==> src/csrs_regs.vh <==
`ifndef CSRS_REGS_VH
`define CSRS_REGS_VH
// ==========================================================
// Special register addresses.
`define CSRS_ADDR_STACK 8'h81
`define CSRS_ADDR_PTR_LO 8'h82
`define CSRS_ADDR_PTR_HI 8'h83
`define CSRS_ADDR_STATUS 8'hD0
`define CSRS_ADDR_ACC 8'hE0
`define CSRS_ADDR_OPND 8'hF0
// ==========================================================
// Reset values.
`define CSRS_RST_STACK 8'h07
`define CSRS_RST_PTR_LO 8'h00
`define CSRS_RST_PTR_HI 8'h00
`define CSRS_RST_STATUS 8'h00
`define CSRS_RST_ACC 8'h00
`define CSRS_RST_OPND 8'h00
// ==========================================================
// Status word field positions.
`define CSRS_BIT_CARRY 7
`define CSRS_BIT_HALF 6
`define CSRS_BIT_USER_A 5
`define CSRS_BIT_BANK_HI 4
`define CSRS_BIT_BANK_LO 3
`define CSRS_BIT_OVF 2
`define CSRS_BIT_USER_B 1
`define CSRS_BIT_PARITY 0
// ==========================================================
// Arithmetic operation codes.
`define CSRS_OP_ADD 3'h0
`define CSRS_OP_ADDC 3'h1
`define CSRS_OP_SUBB 3'h2
`define CSRS_OP_MUL 3'h3
`define CSRS_OP_DIV 3'h4
`define CSRS_OP_OTHER 3'h5
`endif

==> src/csrs_alu_flags.v <==
`timescale 1ns/10ps
`include "csrs_regs.vh"
// ==========================================================
// Arithmetic unit with flag results.
module csrs_alu_flags (
  input wire [2:0] op_i,
  input wire [7:0] acc_i,
  input wire [7:0] opnd_i,
  input wire carry_i,
  output reg [7:0] acc_o,
  output reg [7:0] opnd_o,
  output reg carry_o,
  output reg half_o,
  output reg ovf_o
);
  reg [8:0] sum;
  reg [4:0] nib;
  reg [15:0] prod;
  reg cin;
  // Flags follow each operation; division by zero leaves operands as they were.
  always @* begin
    sum = 9'h000;
    nib = 5'h00;
    prod = 16'h0000;
    cin = 1'b0;
    acc_o = acc_i;
    opnd_o = opnd_i;
    carry_o = 1'b0;
    half_o = 1'b0;
    ovf_o = 1'b0;
    case (op_i)
      `CSRS_OP_ADD, `CSRS_OP_ADDC: begin
        cin = (op_i == `CSRS_OP_ADDC) ? carry_i : 1'b0;
        sum = {1'b0, acc_i} + {1'b0, opnd_i} + {8'h00, cin};
        nib = {1'b0, acc_i[3:0]} + {1'b0, opnd_i[3:0]} + {4'h0, cin};
        acc_o = sum[7:0];
        carry_o = sum[8]; // RQ4
        half_o = nib[4]; // RQ5
        ovf_o = (acc_i[7] == opnd_i[7]) && (sum[7] != acc_i[7]); // RQ8
      end
      `CSRS_OP_SUBB: begin
        sum = {1'b0, acc_i} - {1'b0, opnd_i} - {8'h00, carry_i};
        nib = {1'b0, acc_i[3:0]} - {1'b0, opnd_i[3:0]} - {4'h0, carry_i};
        acc_o = sum[7:0];
        carry_o = sum[8]; // RQ4
        half_o = nib[4]; // RQ5
        ovf_o = (acc_i[7] != opnd_i[7]) && (sum[7] != acc_i[7]); // RQ8
      end
      `CSRS_OP_MUL: begin
        prod = acc_i * opnd_i; // RQ13
        acc_o = prod[7:0];
        opnd_o = prod[15:8];
        ovf_o = (prod[15:8] != 8'h00); // RQ9
      end
      `CSRS_OP_DIV: begin
        if (opnd_i == 8'h00) begin
          ovf_o = 1'b1; // RQ10
        end else begin
          acc_o = acc_i / opnd_i; // RQ13
          opnd_o = acc_i % opnd_i;
        end
      end
      default: begin
        acc_o = acc_i;
      end
    endcase
  end
endmodule

==> src/csrs_bit_merge.v <==
`timescale 1ns/10ps
// ==========================================================
// Byte or single-bit write merge for bit-addressable registers.
module csrs_bit_merge (
  input wire [7:0] old_i,
  input wire [7:0] wdata_i,
  input wire bit_mode_i,
  input wire [2:0] bit_sel_i,
  output reg [7:0] new_o
);
  // A bit write changes only the selected bit, from wdata bit 0.
  always @* begin
    new_o = wdata_i;
    if (bit_mode_i) begin
      new_o = old_i;
      new_o[bit_sel_i] = wdata_i[0]; // RQ15
    end
  end
endmodule

==> src/csrs_core.v <==
`timescale 1ns/10ps
`include "csrs_regs.vh"
// Behaviour
// RQ1: After reset the stack top index holds 0x07.
// RQ2: Each push first adds one to the stack top index, then writes at the new index.
// RQ3: The two pointer bytes join into one 16-bit indirect address.
// RQ4: Carry is set on an add carry or subtract borrow and cleared by other arithmetic.
// RQ5: Half carry is set on a carry into or borrow from the upper nibble, else cleared.
// RQ6: Status bits 5 and 1 are user flags that only software changes.
// RQ7: Status bits 4 and 3 pick one of four eight-byte register banks upward from 0x00.
// RQ8: Overflow is set on signed overflow of add, add with carry or subtract with borrow.
// RQ9: Overflow is set when a multiply product exceeds 255.
// RQ10: Overflow is set when a divide has a zero divisor.
// RQ11: Those five operations clear overflow when their condition is absent.
// RQ12: Status bit 0 is read-only and shows odd parity of the accumulator.
// RQ13: The second operand register supplies and receives multiply and divide operands.
// RQ14: Software keeps reserved bits at zero and new features reset to zero.
// RQ15: Registers at addresses ending in 0 or 8 accept bit as well as byte accesses.
// RQ16: Parity is recomputed from the accumulator each cycle.
module csrs_core (
  input wire sys_clk_i,
  input wire rstn_i,
  input wire sfr_wr_i,
  input wire sfr_rd_i,
  input wire [7:0] sfr_addr_i,
  input wire [7:0] sfr_wdata_i,
  input wire sfr_bit_i,
  input wire [2:0] sfr_bit_sel_i,
  input wire alu_go_i,
  input wire [2:0] alu_op_i,
  input wire acc_ld_i,
  input wire [7:0] acc_ld_data_i,
  input wire push_i,
  input wire pop_i,
  input wire ptr_ld_i,
  input wire [15:0] ptr_ld_data_i,
  input wire ptr_inc_i,
  input wire [2:0] reg_num_i,
  output reg [7:0] sfr_rdata_o,
  output reg sfr_hit_o,
  output reg [7:0] stack_top_index_o,
  output reg [7:0] push_addr_o,
  output reg push_we_o,
  output reg [15:0] indirect_pointer_word_o,
  output reg [7:0] primary_accumulator_o,
  output reg [7:0] secondary_operand_o,
  output reg [7:0] program_status_word_o,
  output reg [7:0] bank_reg_addr_o
);
  // ========================================================
  // State registers.
  // Each architectural register has a _reg and the value it takes at the next edge.
  reg [7:0] stack_top_index_reg;
  reg [7:0] stack_top_index_next;
  reg [7:0] pointer_low_byte_reg;
  reg [7:0] pointer_low_byte_next;
  reg [7:0] pointer_high_byte_reg;
  reg [7:0] pointer_high_byte_next;
  reg [7:0] acc_reg;
  reg [7:0] acc_next;
  reg [7:0] opnd_reg;
  reg [7:0] opnd_next;
  reg carry_flag_reg;
  reg carry_flag_next;
  reg half_carry_flag_reg;
  reg half_carry_flag_next;
  reg user_flag_a_reg;
  reg user_flag_a_next;
  reg user_flag_b_reg;
  reg user_flag_b_next;
  reg [1:0] bank_sel_reg;
  reg [1:0] bank_sel_next;
  reg overflow_flag_reg;
  reg overflow_flag_next;
  // Arithmetic unit results, kept only when alu_go_i asks for them.
  wire [7:0] alu_acc;
  wire [7:0] alu_opnd;
  wire alu_carry;
  wire alu_half;
  wire alu_ovf;
  // Write merge, live status word and pointer helpers.
  wire [7:0] merged;
  wire parity;
  wire [7:0] status_now;
  wire [7:0] merge_old;
  wire [15:0] ptr_plus;

  // Odd parity over the accumulator; purely combinational so it never lags a write.
  function par8;
    input [7:0] v;
    begin
      par8 = ^v;
    end
  endfunction

  // Only the addresses with low nibble 0 or 8 allow single-bit writes.
  function bit_ok;
    input [7:0] a;
    begin
      bit_ok = (a[2:0] == 3'h0);
    end
  endfunction

  // Index of the slot a push fills. Shared by the index update and the push address,
  // so the two agree unless a bus write replaces the index in the same cycle.
  function [7:0] idx_up;
    input [7:0] v;
    begin
      idx_up = v + 8'h01;
    end
  endfunction

  // Packs the status fields into their byte positions, parity in bit 0.
  function [7:0] pack_status;
    input cy;
    input ac;
    input ua;
    input [1:0] bank;
    input ov;
    input ub;
    input par;
    begin
      pack_status = {cy, ac, ua, bank, ov, ub, par};
    end
  endfunction

  // Live status word as software reads it; parity never waits for a clock edge.
  assign parity = par8(acc_reg); // RQ16
  assign status_now = pack_status(carry_flag_reg, half_carry_flag_reg, user_flag_a_reg,
                                  bank_sel_reg, overflow_flag_reg, user_flag_b_reg, parity);
  assign merge_old = (sfr_addr_i == `CSRS_ADDR_ACC) ? acc_reg :
                     (sfr_addr_i == `CSRS_ADDR_OPND) ? opnd_reg : status_now;
  assign ptr_plus = {pointer_high_byte_reg, pointer_low_byte_reg} + 16'h0001;

  // The arithmetic unit always works on the current registers.
  csrs_alu_flags u_alu (
    .op_i(alu_op_i),
    .acc_i(acc_reg),
    .opnd_i(opnd_reg),
    .carry_i(carry_flag_reg),
    .acc_o(alu_acc),
    .opnd_o(alu_opnd),
    .carry_o(alu_carry),
    .half_o(alu_half),
    .ovf_o(alu_ovf)
  );

  // Bit writes are honoured only at bit-addressable addresses; elsewhere a byte is written.
  csrs_bit_merge u_merge (
    .old_i(merge_old),
    .wdata_i(sfr_wdata_i),
    .bit_mode_i(sfr_bit_i && bit_ok(sfr_addr_i)),
    .bit_sel_i(sfr_bit_sel_i),
    .new_o(merged)
  );

  // ========================================================
  // Next-state logic. Datapath actions come first; a register bus write in the
  // same cycle wins, since software intent is the later instruction effect.
  always @* begin
    stack_top_index_next = stack_top_index_reg;
    pointer_low_byte_next = pointer_low_byte_reg;
    pointer_high_byte_next = pointer_high_byte_reg;
    acc_next = acc_reg;
    opnd_next = opnd_reg;
    carry_flag_next = carry_flag_reg;
    half_carry_flag_next = half_carry_flag_reg;
    user_flag_a_next = user_flag_a_reg;
    user_flag_b_next = user_flag_b_reg;
    bank_sel_next = bank_sel_reg;
    overflow_flag_next = overflow_flag_reg;
    // Stack index: a push moves it up first, a pop moves it down; push wins.
    if (push_i) begin
      stack_top_index_next = idx_up(stack_top_index_reg); // RQ2
    end else if (pop_i) begin
      stack_top_index_next = stack_top_index_reg - 8'h01;
    end
    // Pointer word: a load beats an increment; the increment carries into the high byte.
    // Wrap-around from the top address back to zero is silent.
    if (ptr_ld_i) begin
      pointer_high_byte_next = ptr_ld_data_i[15:8]; // RQ3
      pointer_low_byte_next = ptr_ld_data_i[7:0];
    end else if (ptr_inc_i) begin
      pointer_high_byte_next = ptr_plus[15:8]; // RQ3
      pointer_low_byte_next = ptr_plus[7:0];
    end
    // Arithmetic beats a datapath accumulator load issued in the same cycle.
    if (alu_go_i && (alu_op_i != `CSRS_OP_OTHER)) begin
      // A divide by zero hands back the old operands, so both stay as they were.
      acc_next = alu_acc;
      opnd_next = alu_opnd; // RQ13
      if (alu_op_i != `CSRS_OP_MUL && alu_op_i != `CSRS_OP_DIV) begin
        carry_flag_next = alu_carry; // RQ4
        half_carry_flag_next = alu_half; // RQ5
      end else begin
        carry_flag_next = 1'b0; // RQ4
        half_carry_flag_next = 1'b0; // RQ5
      end
      overflow_flag_next = alu_ovf; // RQ11
    end else if (acc_ld_i) begin
      acc_next = acc_ld_data_i;
    end
    // User flags and bank select are touched only by the register bus below.
    if (sfr_wr_i) begin
      case (sfr_addr_i)
        `CSRS_ADDR_STACK: begin
          // A bus write to the index replaces any push or pop of the same cycle.
          stack_top_index_next = sfr_wdata_i;
        end
        `CSRS_ADDR_PTR_LO: begin
          pointer_low_byte_next = sfr_wdata_i;
        end
        `CSRS_ADDR_PTR_HI: begin
          pointer_high_byte_next = sfr_wdata_i;
        end
        `CSRS_ADDR_ACC: begin
          // A bit write keeps the other seven accumulator bits.
          acc_next = merged; // RQ15
        end
        `CSRS_ADDR_OPND: begin
          opnd_next = merged; // RQ15
        end
        `CSRS_ADDR_STATUS: begin
          carry_flag_next = merged[`CSRS_BIT_CARRY];
          half_carry_flag_next = merged[`CSRS_BIT_HALF];
          user_flag_a_next = merged[`CSRS_BIT_USER_A]; // RQ6
          bank_sel_next = merged[`CSRS_BIT_BANK_HI:`CSRS_BIT_BANK_LO]; // RQ7
          overflow_flag_next = merged[`CSRS_BIT_OVF];
          user_flag_b_next = merged[`CSRS_BIT_USER_B]; // RQ6
          // Parity bit ignores writes; it is always derived from the accumulator.
        end
        default: begin
          // Reserved and foreign addresses leave every register alone.
        end
      endcase
    end
  end

  // ========================================================
  // Register update with synchronous reset.
  // One edge with rstn_i low is enough; every register takes its reset value.
  always @(posedge sys_clk_i) begin
    if (!rstn_i) begin
      stack_top_index_reg <= `CSRS_RST_STACK; // RQ1
      pointer_low_byte_reg <= `CSRS_RST_PTR_LO;
      pointer_high_byte_reg <= `CSRS_RST_PTR_HI;
      acc_reg <= `CSRS_RST_ACC;
      opnd_reg <= `CSRS_RST_OPND;
      carry_flag_reg <= 1'b0;
      half_carry_flag_reg <= 1'b0;
      user_flag_a_reg <= 1'b0;
      user_flag_b_reg <= 1'b0;
      bank_sel_reg <= 2'h0;
      overflow_flag_reg <= 1'b0;
    end else begin
      stack_top_index_reg <= stack_top_index_next;
      pointer_low_byte_reg <= pointer_low_byte_next;
      pointer_high_byte_reg <= pointer_high_byte_next;
      acc_reg <= acc_next;
      opnd_reg <= opnd_next;
      carry_flag_reg <= carry_flag_next;
      half_carry_flag_reg <= half_carry_flag_next;
      user_flag_a_reg <= user_flag_a_next;
      user_flag_b_reg <= user_flag_b_next;
      bank_sel_reg <= bank_sel_next;
      overflow_flag_reg <= overflow_flag_next;
    end
  end

  // ========================================================
  // Read port. Data and hit stand for one cycle after the strobe and are zero
  // otherwise, so a bus that ORs several slaves together needs no extra gating.
  always @(posedge sys_clk_i) begin
    if (!rstn_i) begin
      sfr_rdata_o <= 8'h00;
      sfr_hit_o <= 1'b0;
    end else begin
      sfr_hit_o <= 1'b0;
      sfr_rdata_o <= 8'h00;
      if (sfr_rd_i) begin
        sfr_hit_o <= 1'b1;
        case (sfr_addr_i)
          `CSRS_ADDR_STACK: begin
            sfr_rdata_o <= stack_top_index_reg;
          end
          `CSRS_ADDR_PTR_LO: begin
            sfr_rdata_o <= pointer_low_byte_reg;
          end
          `CSRS_ADDR_PTR_HI: begin
            sfr_rdata_o <= pointer_high_byte_reg;
          end
          `CSRS_ADDR_STATUS: begin
            sfr_rdata_o <= status_now; // RQ12
          end
          `CSRS_ADDR_ACC: begin
            sfr_rdata_o <= acc_reg;
          end
          `CSRS_ADDR_OPND: begin
            sfr_rdata_o <= opnd_reg;
          end
          default: begin
            // Reserved addresses answer with no hit and zero data.
            sfr_hit_o <= 1'b0;
          end
        endcase
      end
    end
  end

  // ========================================================
  // Push port. The address is the index after the increment, so the byte lands one
  // above the old top; a bus write to the index in the same cycle is not reflected here.
  always @(posedge sys_clk_i) begin
    if (!rstn_i) begin
      push_addr_o <= 8'h00;
      push_we_o <= 1'b0;
    end else begin
      push_we_o <= push_i;
      push_addr_o <= idx_up(stack_top_index_reg); // RQ2
    end
  end

  // ========================================================
  // Mirror outputs. They are loaded from next-state values, so they change on the
  // same edge as the registers they copy; parity comes from the next accumulator.
  always @(posedge sys_clk_i) begin
    if (!rstn_i) begin
      stack_top_index_o <= `CSRS_RST_STACK;
      indirect_pointer_word_o <= 16'h0000;
      primary_accumulator_o <= `CSRS_RST_ACC;
      secondary_operand_o <= `CSRS_RST_OPND;
      program_status_word_o <= `CSRS_RST_STATUS;
      bank_reg_addr_o <= 8'h00;
    end else begin
      stack_top_index_o <= stack_top_index_next;
      indirect_pointer_word_o <= {pointer_high_byte_next, pointer_low_byte_next}; // RQ3
      primary_accumulator_o <= acc_next;
      secondary_operand_o <= opnd_next;
      program_status_word_o <= pack_status(carry_flag_next, half_carry_flag_next,
                                           user_flag_a_next, bank_sel_next,
                                           overflow_flag_next, user_flag_b_next,
                                           par8(acc_next)); // RQ12
      bank_reg_addr_o <= {3'h0, bank_sel_next, reg_num_i}; // RQ7
    end
  end
endmodule

==> config.mk <==
export PLATFORM = sky130hd
export DESIGN_NAME = csrs_core
export DESIGN_NICKNAME = d
export VERILOG_FILES = /design/src/csrs_alu_flags.v /design/src/csrs_bit_merge.v /design/src/csrs_core.v
export VERILOG_INCLUDE_DIRS = /design/src
export SDC_FILE = /design/constraint.sdc
export NUM_CORES = 1
export LEC_CHECK = 0
export BUFFER_PORTS_ARGS = -buffer_cell sky130_fd_sc_hd__buf_4
export CELL_PAD_IN_SITES_DETAIL_PLACEMENT = 0
export CELL_PAD_IN_SITES_GLOBAL_PLACEMENT = 1
export CORE_MARGIN = 2
export CORE_UTILIZATION = 44
export DETAILED_ROUTE_END_ITERATION = 7
export HOLD_SLACK_MARGIN = 0.15
export PLACE_DENSITY = 0.93
export SYNTH_ARGS = -nofsm -noshare
export SYNTH_HDL_FRONTEND = slang
export SYNTH_SLANG_ARGS = --single-unit
==> constraint.sdc <==
create_clock -name sys_clk_i -period 14.22 [get_ports sys_clk_i]
set_input_delay 1.422 -clock sys_clk_i [delete_from_list [all_inputs] [get_ports sys_clk_i]]
set_output_delay 1.422 -clock sys_clk_i [all_outputs]
set_load 0.005 [all_outputs]
* After elaboration in Yosys (flattened, before gate mapping) *
Index checks and enable logic that the tools add are counted.
Widths: inputs -> output; s select.

storage, ports and cells
  logic and storage cells = 120
  bits in writable memories = 0
  memories kept = 0
  input bits = 60
  output and inout bits = 74
  register bits = 97
  latch bits = 0
  bits in read-only memories = 0

operators by class
  add/sub/neg operators = 11
  reductions and logical operators = 15
  bitwise operators = 0
  divide/modulo/power cells = 2
  shifts and indexed selects = 0
  $lt $le $gt $ge = 2
  equality and inequality tests = 17
  mux-type cells = 53
  multiply operators = 1

operator list
  kind                   number
  $mux 8                 24
  $eq 8x8->1 const B     6
  $pmux 8 s6             1
  $pmux 8 s4             1
  $mux 1                 19
  $add 16x1->16 const B  1
  $mul 8x8->16           1
  $pmux 8 s2             1
  $reduce_xor 8->1       2
  $add 8x8->9            1
  $add 9x1->9            1
  $sub 8x8->9            1
  $sub 9x1->9            1
  $add 8x1->8 const B    1
  $bwmux 8               1
  $div 8x8->8            1
  $logic_not 8->1        1
  $mod 8x8->8            1
  $reduce_bool 8->1      1
  $sub 8x1->8 const B    1
  $eq 3x2->1 const B     2
  $logic_and 1x1->1      6
  $logic_not 3->1        2
  $ne 3x3->1 const B     2
  other kinds (18)       22

* Depth between registers and ports, before layout *
Gate-level depths: netlist of run 1.

  depth in word-level cells = 9
  depth in mapped cells = 59
  mapped depth without buffers = 55

* Hierarchy *
From an unflattened synthesis of run 1, not the netlist that was laid out.

unflattened totals
  cells, all modules = 1243
  area total of the unflattened synthesis = 9600.5 sq um

by module, submodules not included
  module          times used  area each (sq um)  sequential area each (sq um)  cells an instance
  csrs_alu_flags  1           5236.3             0.0                           697
  csrs_core       1           4160.2             1381.3                        515
  csrs_bit_merge  1           203.9              0.0                           31

* Worst setup path after synthesis of run 1 *
OpenSTA, ideal clock, no wires.

  kind = register -> register
  start = reg secondary_operand_o[0] (netlist name)
  end = reg program_status_word_o[0]
  buffers on the path = 3
  data arrival time = 11.813 ns
  data required time = 14.097 ns
  period minus slack after synthesis = 11.936 ns
  library setup time = 0.123 ns
  setup slack = 2.284 ns
  cell stages (with the launch flop) = 57
  path through = dfxtp_1 clkbuf_1 inv_1 ha_1 nor2_1 nor4b_1 nand2_1 xnor2_1 ha_1 o21a_1 nor2_1 nor2_1 mux2_2 ha_1 o211ai_1 a211oi_4 inv_2 o221a_2 [21 not listed] ha_1 and4_1 a21oi_1 o21ai_0 nor2_1 clkbuf_1 nor2_1 a21oi_1 ha_1 and4_1 a311oi_1 a31oi_1 nor3_1 o21ai_0 o21ai_0 xnor3_1 xnor3_1 mux2_1

RTL lines
  what                  line             RTL
  end signal, assigned  csrs_core.v:332  program_status_word_o <= `CSRS_RST_STATUS;
  end signal, assigned  csrs_core.v:339  program_status_word_o <= pack_status(carry_flag_next, half_carry_flag_next,
  end, declared         csrs_core.v:47   output reg [7:0] program_status_word_o,

==> results of run 1 <==
==> per-stage QoR <==
stage	utilization [%]	area (sq um)
after floorplan	-	9610
after global placement	49.6	10700
after detailed placement	49.6	10700
after CTS	51.1	11000
after global routing	51.1	11100
final	51.1	11100
==> worst min-delay path by stage <==
stage | start | to | slack (ns) | cells past startpoint
finish | program_status_word_o[1] | program_status_word_o[1] | 0.59 | 2
global placement | program_status_word_o[5] | program_status_word_o[5] | 0.57 | 2
floorplan | stack_top_index_o[0] | push_addr_o[0] | 0.50 | 1
detailed placement | program_status_word_o[5] | program_status_word_o[5] | 0.57 | 2
global route | program_status_word_o[1] | program_status_word_o[1] | 0.62 | 2
CTS | program_status_word_o[1] | program_status_word_o[1] | 0.58 | 2
==> synth_stat cells, drive strengths merged, types with 4 or more instances <==
| cell | number | share of area [%] |
|---|---|---|
| a222oi | 7 | 0.73 |
| xnor2 | 51 | 4.7 |
| nand4 | 7 | 0.46 |
| nand2b | 14 | 0.91 |
| and4 | 4 | 0.36 |
| inv | 98 | 3.8 |
| nor3 | 29 | 1.6 |
| fa | 41 | 8.5 |
| nor3b | 4 | 0.36 |
| and3 | 17 | 1.1 |
| buf | 27 | 1.7 |
| a31o | 4 | 0.36 |
| mux2 | 19 | 2.2 |
| nor2 | 146 | 5.9 |
| o22ai | 7 | 0.46 |
| mux2i | 20 | 2.1 |
| a2111oi | 5 | 0.46 |
| xor2 | 21 | 1.9 |
| o21ai | 54 | 2.8 |
| nor2b | 9 | 0.59 |
| o21bai | 7 | 0.55 |
| nor4b | 5 | 0.68 |
| nand2 | 126 | 4.9 |
| and2 | 17 | 1.1 |
| or3b | 4 | 0.36 |
| or2 | 10 | 0.65 |
| o31ai | 5 | 0.44 |
| nor4 | 6 | 0.61 |
| a211o | 4 | 0.36 |
| o211ai | 23 | 1.8 |
| a41oi | 4 | 0.44 |
| a21o | 7 | 0.55 |
| a31oi | 12 | 0.85 |
| nand3 | 19 | 0.99 |
| nand3b | 7 | 0.55 |
| clkbuf | 45 | 1.8 |
| ha | 105 | 14 |
| dfxtp | 69 | 14 |
| a211oi | 15 | 1.4 |
| o21a | 22 | 1.7 |
| a21oi | 96 | 5.0 |
| or3 | 10 | 0.65 |
==> cells by family (layout without fill, tap and decap cells) <==
group / Yosys count / in the layout / synth area share [%]
simple gates: 442 / 442 / 22.6
compound gates: 314 / 314 / 22.0
buf+inv: 173 / 262 / 7.42
fa+ha+maj: 146 / 146 / 22.2
xor+xnor: 74 / 74 / 7.03
flops: 69 / 69 / 14.4
mux: 39 / 39 / 4.31
other cells: 1 / 3 / 0.0390
==> metal layers <==
metal	track usage, %	share of wire (%)	up-vias	routed length [um]
met5	0	0	-	0
met4	10.1	3.8	0	1260
met3	3.32	9.4	94	3170
met2	46.5	45	549	15200
met1	39.4	42	4619	14100
li1	-	-	4574	-
==> final cells by class <==
class	instances	area, sq um
multi-input cells	1018	7520
clock inverters	6	92.6
flip-flops and latches	69	1380
clock buffers	10	239
fillers	2163	10600
well taps	280	350
repair buffers	145	1090
inverters	101	379
==> cell usage in the layout, fill, tap and decap left out, types with 22 or more instances in the layout <==
cell type | synthesis | routed
inv_1 | 97 | 97
nand2_1 | 126 | 126
nor3_1 | 27 | 27
ha_1 | 105 | 105
buf_4 | 11 | 145
o211ai_1 | 23 | 23
dfxtp_1 | 69 | 69
xnor2_1 | 51 | 51
o21ai_0 | 48 | 48
o21a_1 | 22 | 22
a21oi_1 | 96 | 96
nor2_1 | 145 | 144
fa_1 | 41 | 41
==> worst register-to-register path, delay by kind of cell, from the launching register on <==
kind / cells / cell delay (ns)
flops: 1 / 0.33
buf+inv: 3 / 0.46
mux: 2 / 0.73
fa+ha+maj: 8 / 2.52
compound gates: 23 / 5.13
simple gates: 15 / 3.69
xor+xnor: 1 / 0.15
==> repair_timing <==
| item | CTS | global route |
|---|---|---|
| hold buffers | 0 | 0 |
| gates resized for setup | 0 | 1 |
| setup endpoints to repair | 0 | 1 |
==> run metrics, run 1 <==
initial antenna violation count 0; Crit Reg-Reg Startpoint secondary_operand_o[0]; CP endpoint secondary_operand_o[4]; r2r worst-path depth 52; register area share after synthesis 14.4%; Fin. Hold Viols 0; Num CTS Buffers 9; CTS tree done; CTS sink count 69; first-pass GRT wire length 50.7 mm; floorplan core area 0.0216 sq mm; Vias/cell 6.04; postcts setup bufs 0; Worst Path Buf+Inv 3; Synth Warn # 0; fin crit period 13.09 ns; Synth async-reset ratio 0%; GPL Wtd Cong 0.960; reg2reg end secondary_operand_o[4]; Critical Path Start Type register; Worst setup startpoint secondary_operand_o[0]; Post-DP HPWL 26.1 mm; share of cells above drive strength 1 15.5%; Primary FF master, synth dfxtp_1; IO buf count 130; largest net degree at the start of global routing 37; P&R area growth vs syn 15.1%; Die Area 0.0230 sq mm; r2r setup slk 1.13 ns; Clock transition at path regs 0.06 ns; # setup viols final 0; dpl cells 1613; die height 152 um; H-tree depth 3; # rows 54; grt ovf 0; worst setup margin 1.13 ns; Place WS 1.21 ns; Slew Viols, Final 0; Worst path depth 52; TritonRoute pass-1 iters 8; WP data arrival 13.31 ns; vias 9836; Cells after Synth 1258; Synth Register Bits 69; GRT Total Usage 28.7%; setup_tns 0 ns; final-stage net count 1550; worst min path class reg2reg; WHS 0.589 ns; Clk Latency, worst-skew pair 0.34 ns; Critical Setup Path Class reg2reg; max_slew headroom 27.8%; measured slew at the worst slew-check pin 1.08 ns; fmax 76.4 MHz; critical-path maximum fanout 11; Max Clock Skew 0.00905 ns; critical path's most frequent cell ha_1; Layout Cells excl Fill 1629; status finished clean; Crit-path slowest cell nor2_1; # DRC 0; initial drt markers 930; Initial Util 44.4%; CP endpoint kind register; critical path's top delay family compound AO/OA/AOI/OAI gates; syn_area_per_cell 7.64 sq um; maximum capacitance violations 0; wirelength, routed 33.7 mm; clock root buffer clkbuf_16; number of synthesized flops with an enable pin 0; Synth cell types 95; number of diodes 0; RSZ-0062 raised after global routing false; vias in the first global route 8984; Tcrit/Tclk final 92.0%; Mapped Area 0.00961 sq mm; CTS Buffer Depth 2; Post-DRT Antenna Nets 0; die width 152 um; CP required 14.45 ns; wire length per cell 20.7 um; I/O Pins 134; Worst path max stage delay 0.58 ns
Power of run 1 is left out: the tool's default activity adds up to more than one toggle a clock period on the data nets, which glitch-free logic cannot reach.
==> run 2, diff against run 1 <==
--- a/config.mk
+++ b/config.mk
@@ -6,11 +6,12 @@
 export SDC_FILE = /design/constraint.sdc
 export NUM_CORES = 1
 export LEC_CHECK = 0
+export ABC_AREA = 1
 export BUFFER_PORTS_ARGS = -buffer_cell sky130_fd_sc_hd__buf_4
 export CELL_PAD_IN_SITES_DETAIL_PLACEMENT = 0
 export CELL_PAD_IN_SITES_GLOBAL_PLACEMENT = 1
 export CORE_MARGIN = 2
-export CORE_UTILIZATION = 44
+export CORE_UTILIZATION = 42
 export DETAILED_ROUTE_END_ITERATION = 7
 export HOLD_SLACK_MARGIN = 0.15
 export PLACE_DENSITY = 0.93
==> run metrics, run 2 <==
largest net degree at the start of global routing 37 (unchanged); synth top area cells nand2_1, dfxtp_1, ha_1; fin crit period 11.22 ns (-1.87 ns); worst min path class reg2reg; CTS tree done; Worst path max stage delay 0.67 ns (+0.09 ns); TritonRoute pass-1 iters 6 (-2); Synth async-reset ratio 0% (unchanged); Tcrit/Tclk final 78.9% (-13 points); Worst Min Path Start program_status_word_o[1]; Primary FF master, synth dfxtp_1; floorplan core area 0.0228 sq mm (+5.4%); # fillers 2330 (+7.7%); vias in the first global route 9860 (+9.8%); Crit-path slowest cell dfxtp_1; Hold EP sfr_rdata_o[1]; syn_area_per_cell 6.32 sq um (-17%); die height 157 um (+3.2%); initial drt markers 757 (-19%); postcts setup bufs 0 (unchanged); Critical Setup Path Class reg2reg; r2r setup slk 3.00 ns (+1.87 ns); commonest non-fill, non-tap cell in the layout nand2_1; CP required 14.46 ns (about the same); vias 10.5k (+6.5%); Slew Viols, Final 0 (unchanged); wirelength, routed 33.4 mm (-0.68%); wire length per cell 17.0 um (-18%); IO buf count 130 (unchanged); worst hold path depth 2 (unchanged); Critical Path Start Type register; number of synthesized flops with an enable pin 0 (unchanged); # rows 55 (+1.9%); # DRC 0 (unchanged); initial antenna violation count 0 (unchanged); reg2reg end program_status_word_o[0]; die width 157 um (+3.2%); final-stage net count 1859 (+20%); post-CTS resize count 0 (unchanged); Max Clock Skew 0.00478 ns (-0.00427 ns); Vias/cell 5.31 (-12%); Fin. Hold Viols 0 (unchanged); Crit Reg-Reg Startpoint secondary_operand_o[0]; grt ovf 0 (unchanged); Synth Warn # 0 (unchanged); commonest non-fill, non-tap cells in the layout nand2_1, inv_1, buf_4, nand3_1, ha_1; critical-path maximum fanout 14 (+3); status finished clean; Num CTS Buffers 9 (unchanged); most frequent cell after synthesis nand2_1; H-tree depth 3 (unchanged); clock root buffer clkbuf_16; register area share after synthesis 14.1% (-0.25 points); number of diodes 0 (unchanged); Post-DP HPWL 26.3 mm (+0.81%); r2r worst-path depth 71 (+37%); GRT Total Usage 27.2% (-1.4 points); most frequent cells after synthesis nand2_1, inv_1, nand3_1; max_slew headroom 41.3% (+13 points); setup_tns 0 ns (unchanged); Post-DRT Antenna Nets 0 (unchanged); CTS Buffer Depth 2 (unchanged); Cells after Synth 1548 (+23%); GPL Wtd Cong 0.930 (-3.1%); Mapped Area 0.00978 sq mm (+1.8%); share of cells above drive strength 1 13.4% (-2.0 points); WP data arrival 11.45 ns (-1.86 ns); measured slew at the worst slew-check pin 0.880 ns (-0.201 ns); maximum capacitance violations 0 (unchanged); Clock transition at path regs 0.06 ns (about the same); flip-flop and latch area 0.00138 sq mm (unchanged); CTS sink count 69 (unchanged); Initial Util 42.9% (-1.5 points); # setup viols final 0 (unchanged); critical path's most frequent cell nand2_1; area occupied by multi-input gates 0.00713 sq mm (-5.2%); first-pass GRT wire length 52.3 mm (+3.0%); CP endpoint kind register; largest area contributor in the netlist nand2_1; P&R area growth vs syn 15.4%; fmax 89.1 MHz (+17%); Synth Register Bits 69 (unchanged); RSZ-0062 raised after global routing false; I/O Pins 134 (unchanged); Clk Latency, worst-skew pair 0.34 ns (about the same); Synth top area share 14.8% (+0.44 points); Synth cell types 54 (-43%); Die Area 0.0245 sq mm (+6.5%); hold buffer count at cts 0 (unchanged)
[run 2: metal layers]
| layer | track usage (%) | share of wire (%) | vias to the layer above |
|---|---|---|---|
| li1 | - | - | 5237 |
| met1 | 34.1 | 42 | 4761 |
| met2 | 45.9 | 47 | 396 |
| met5 | 0 | 0 | - |
| met3 | 4.46 | 7.2 | 77 |
| met4 | 12.4 | 4.2 | 0 |
[run 2: worst max-delay path by stage]
stage	from	slack, ns	cells after the start	to
4_1_cts	secondary_operand_o[0]	3.18	72	program_status_word_o[0]
5_1_grt	secondary_operand_o[0]	1.85	68	secondary_operand_o[7]
3_3_place_gp	secondary_operand_o[0]	3.75	73	program_status_word_o[0]
2_1_floorplan	secondary_operand_o[0]	4.76	72	program_status_word_o[0]
6_report	secondary_operand_o[0]	3.00	71	program_status_word_o[0]
3_5_place_dp	secondary_operand_o[0]	3.23	71	program_status_word_o[0]
[run 2: area by class of cell]
| cell class | count | share of cell area [%] |
|---|---|---|
| timing repair buffer | 142 | 9.44 |
| clock buffer | 9 | 2.00 |
| multi-input combinational | 1160 | 63.2 |
| inverter | 271 | 9.01 |
| clock inverter | 7 | 0.676 |
| sequential | 69 | 12.2 |
| tap | 313 | 3.47 |
[run 2: worst max-delay path: cells and delay by family, from the launching register on]
family	cells	cell delay (ns)
AOI/OAI and AO/OA	8	1.59
adders and majority gates	8	2.46
buffers and inverters	11	1.52
DFF	1	0.67
and+or+nand+nor	44	4.83
[run 2: through the flow]
stage          worst slack (ns)  util [%]  cell area (sq um)  hold WS, ns  instances
2_1_floorplan              4.76         -               9780        0.479       1550
3_3_place_gp               3.75      48.2              11000        0.519       1955
3_5_place_dp               3.23      48.2              11000        0.514       1955
4_1_cts                    3.18      49.6              11300        0.536       1971
5_1_grt                    1.85      49.6              11300        0.557       1971
6_report                   3.00      49.6              11300        0.535       1971
[run 2: logic make-up after synthesis]
logic type | after synthesis | share of synthesized area [%]
flops | 69 | 14.1
other cells | 1 | 0.0384
buf+inv | 321 | 13.0
fa+ha+maj | 146 | 21.8
simple gates | 680 | 30.3
xor+xnor | 41 | 3.67
compound gates | 290 | 17.0
Power of run 2 is left out for the same reason.
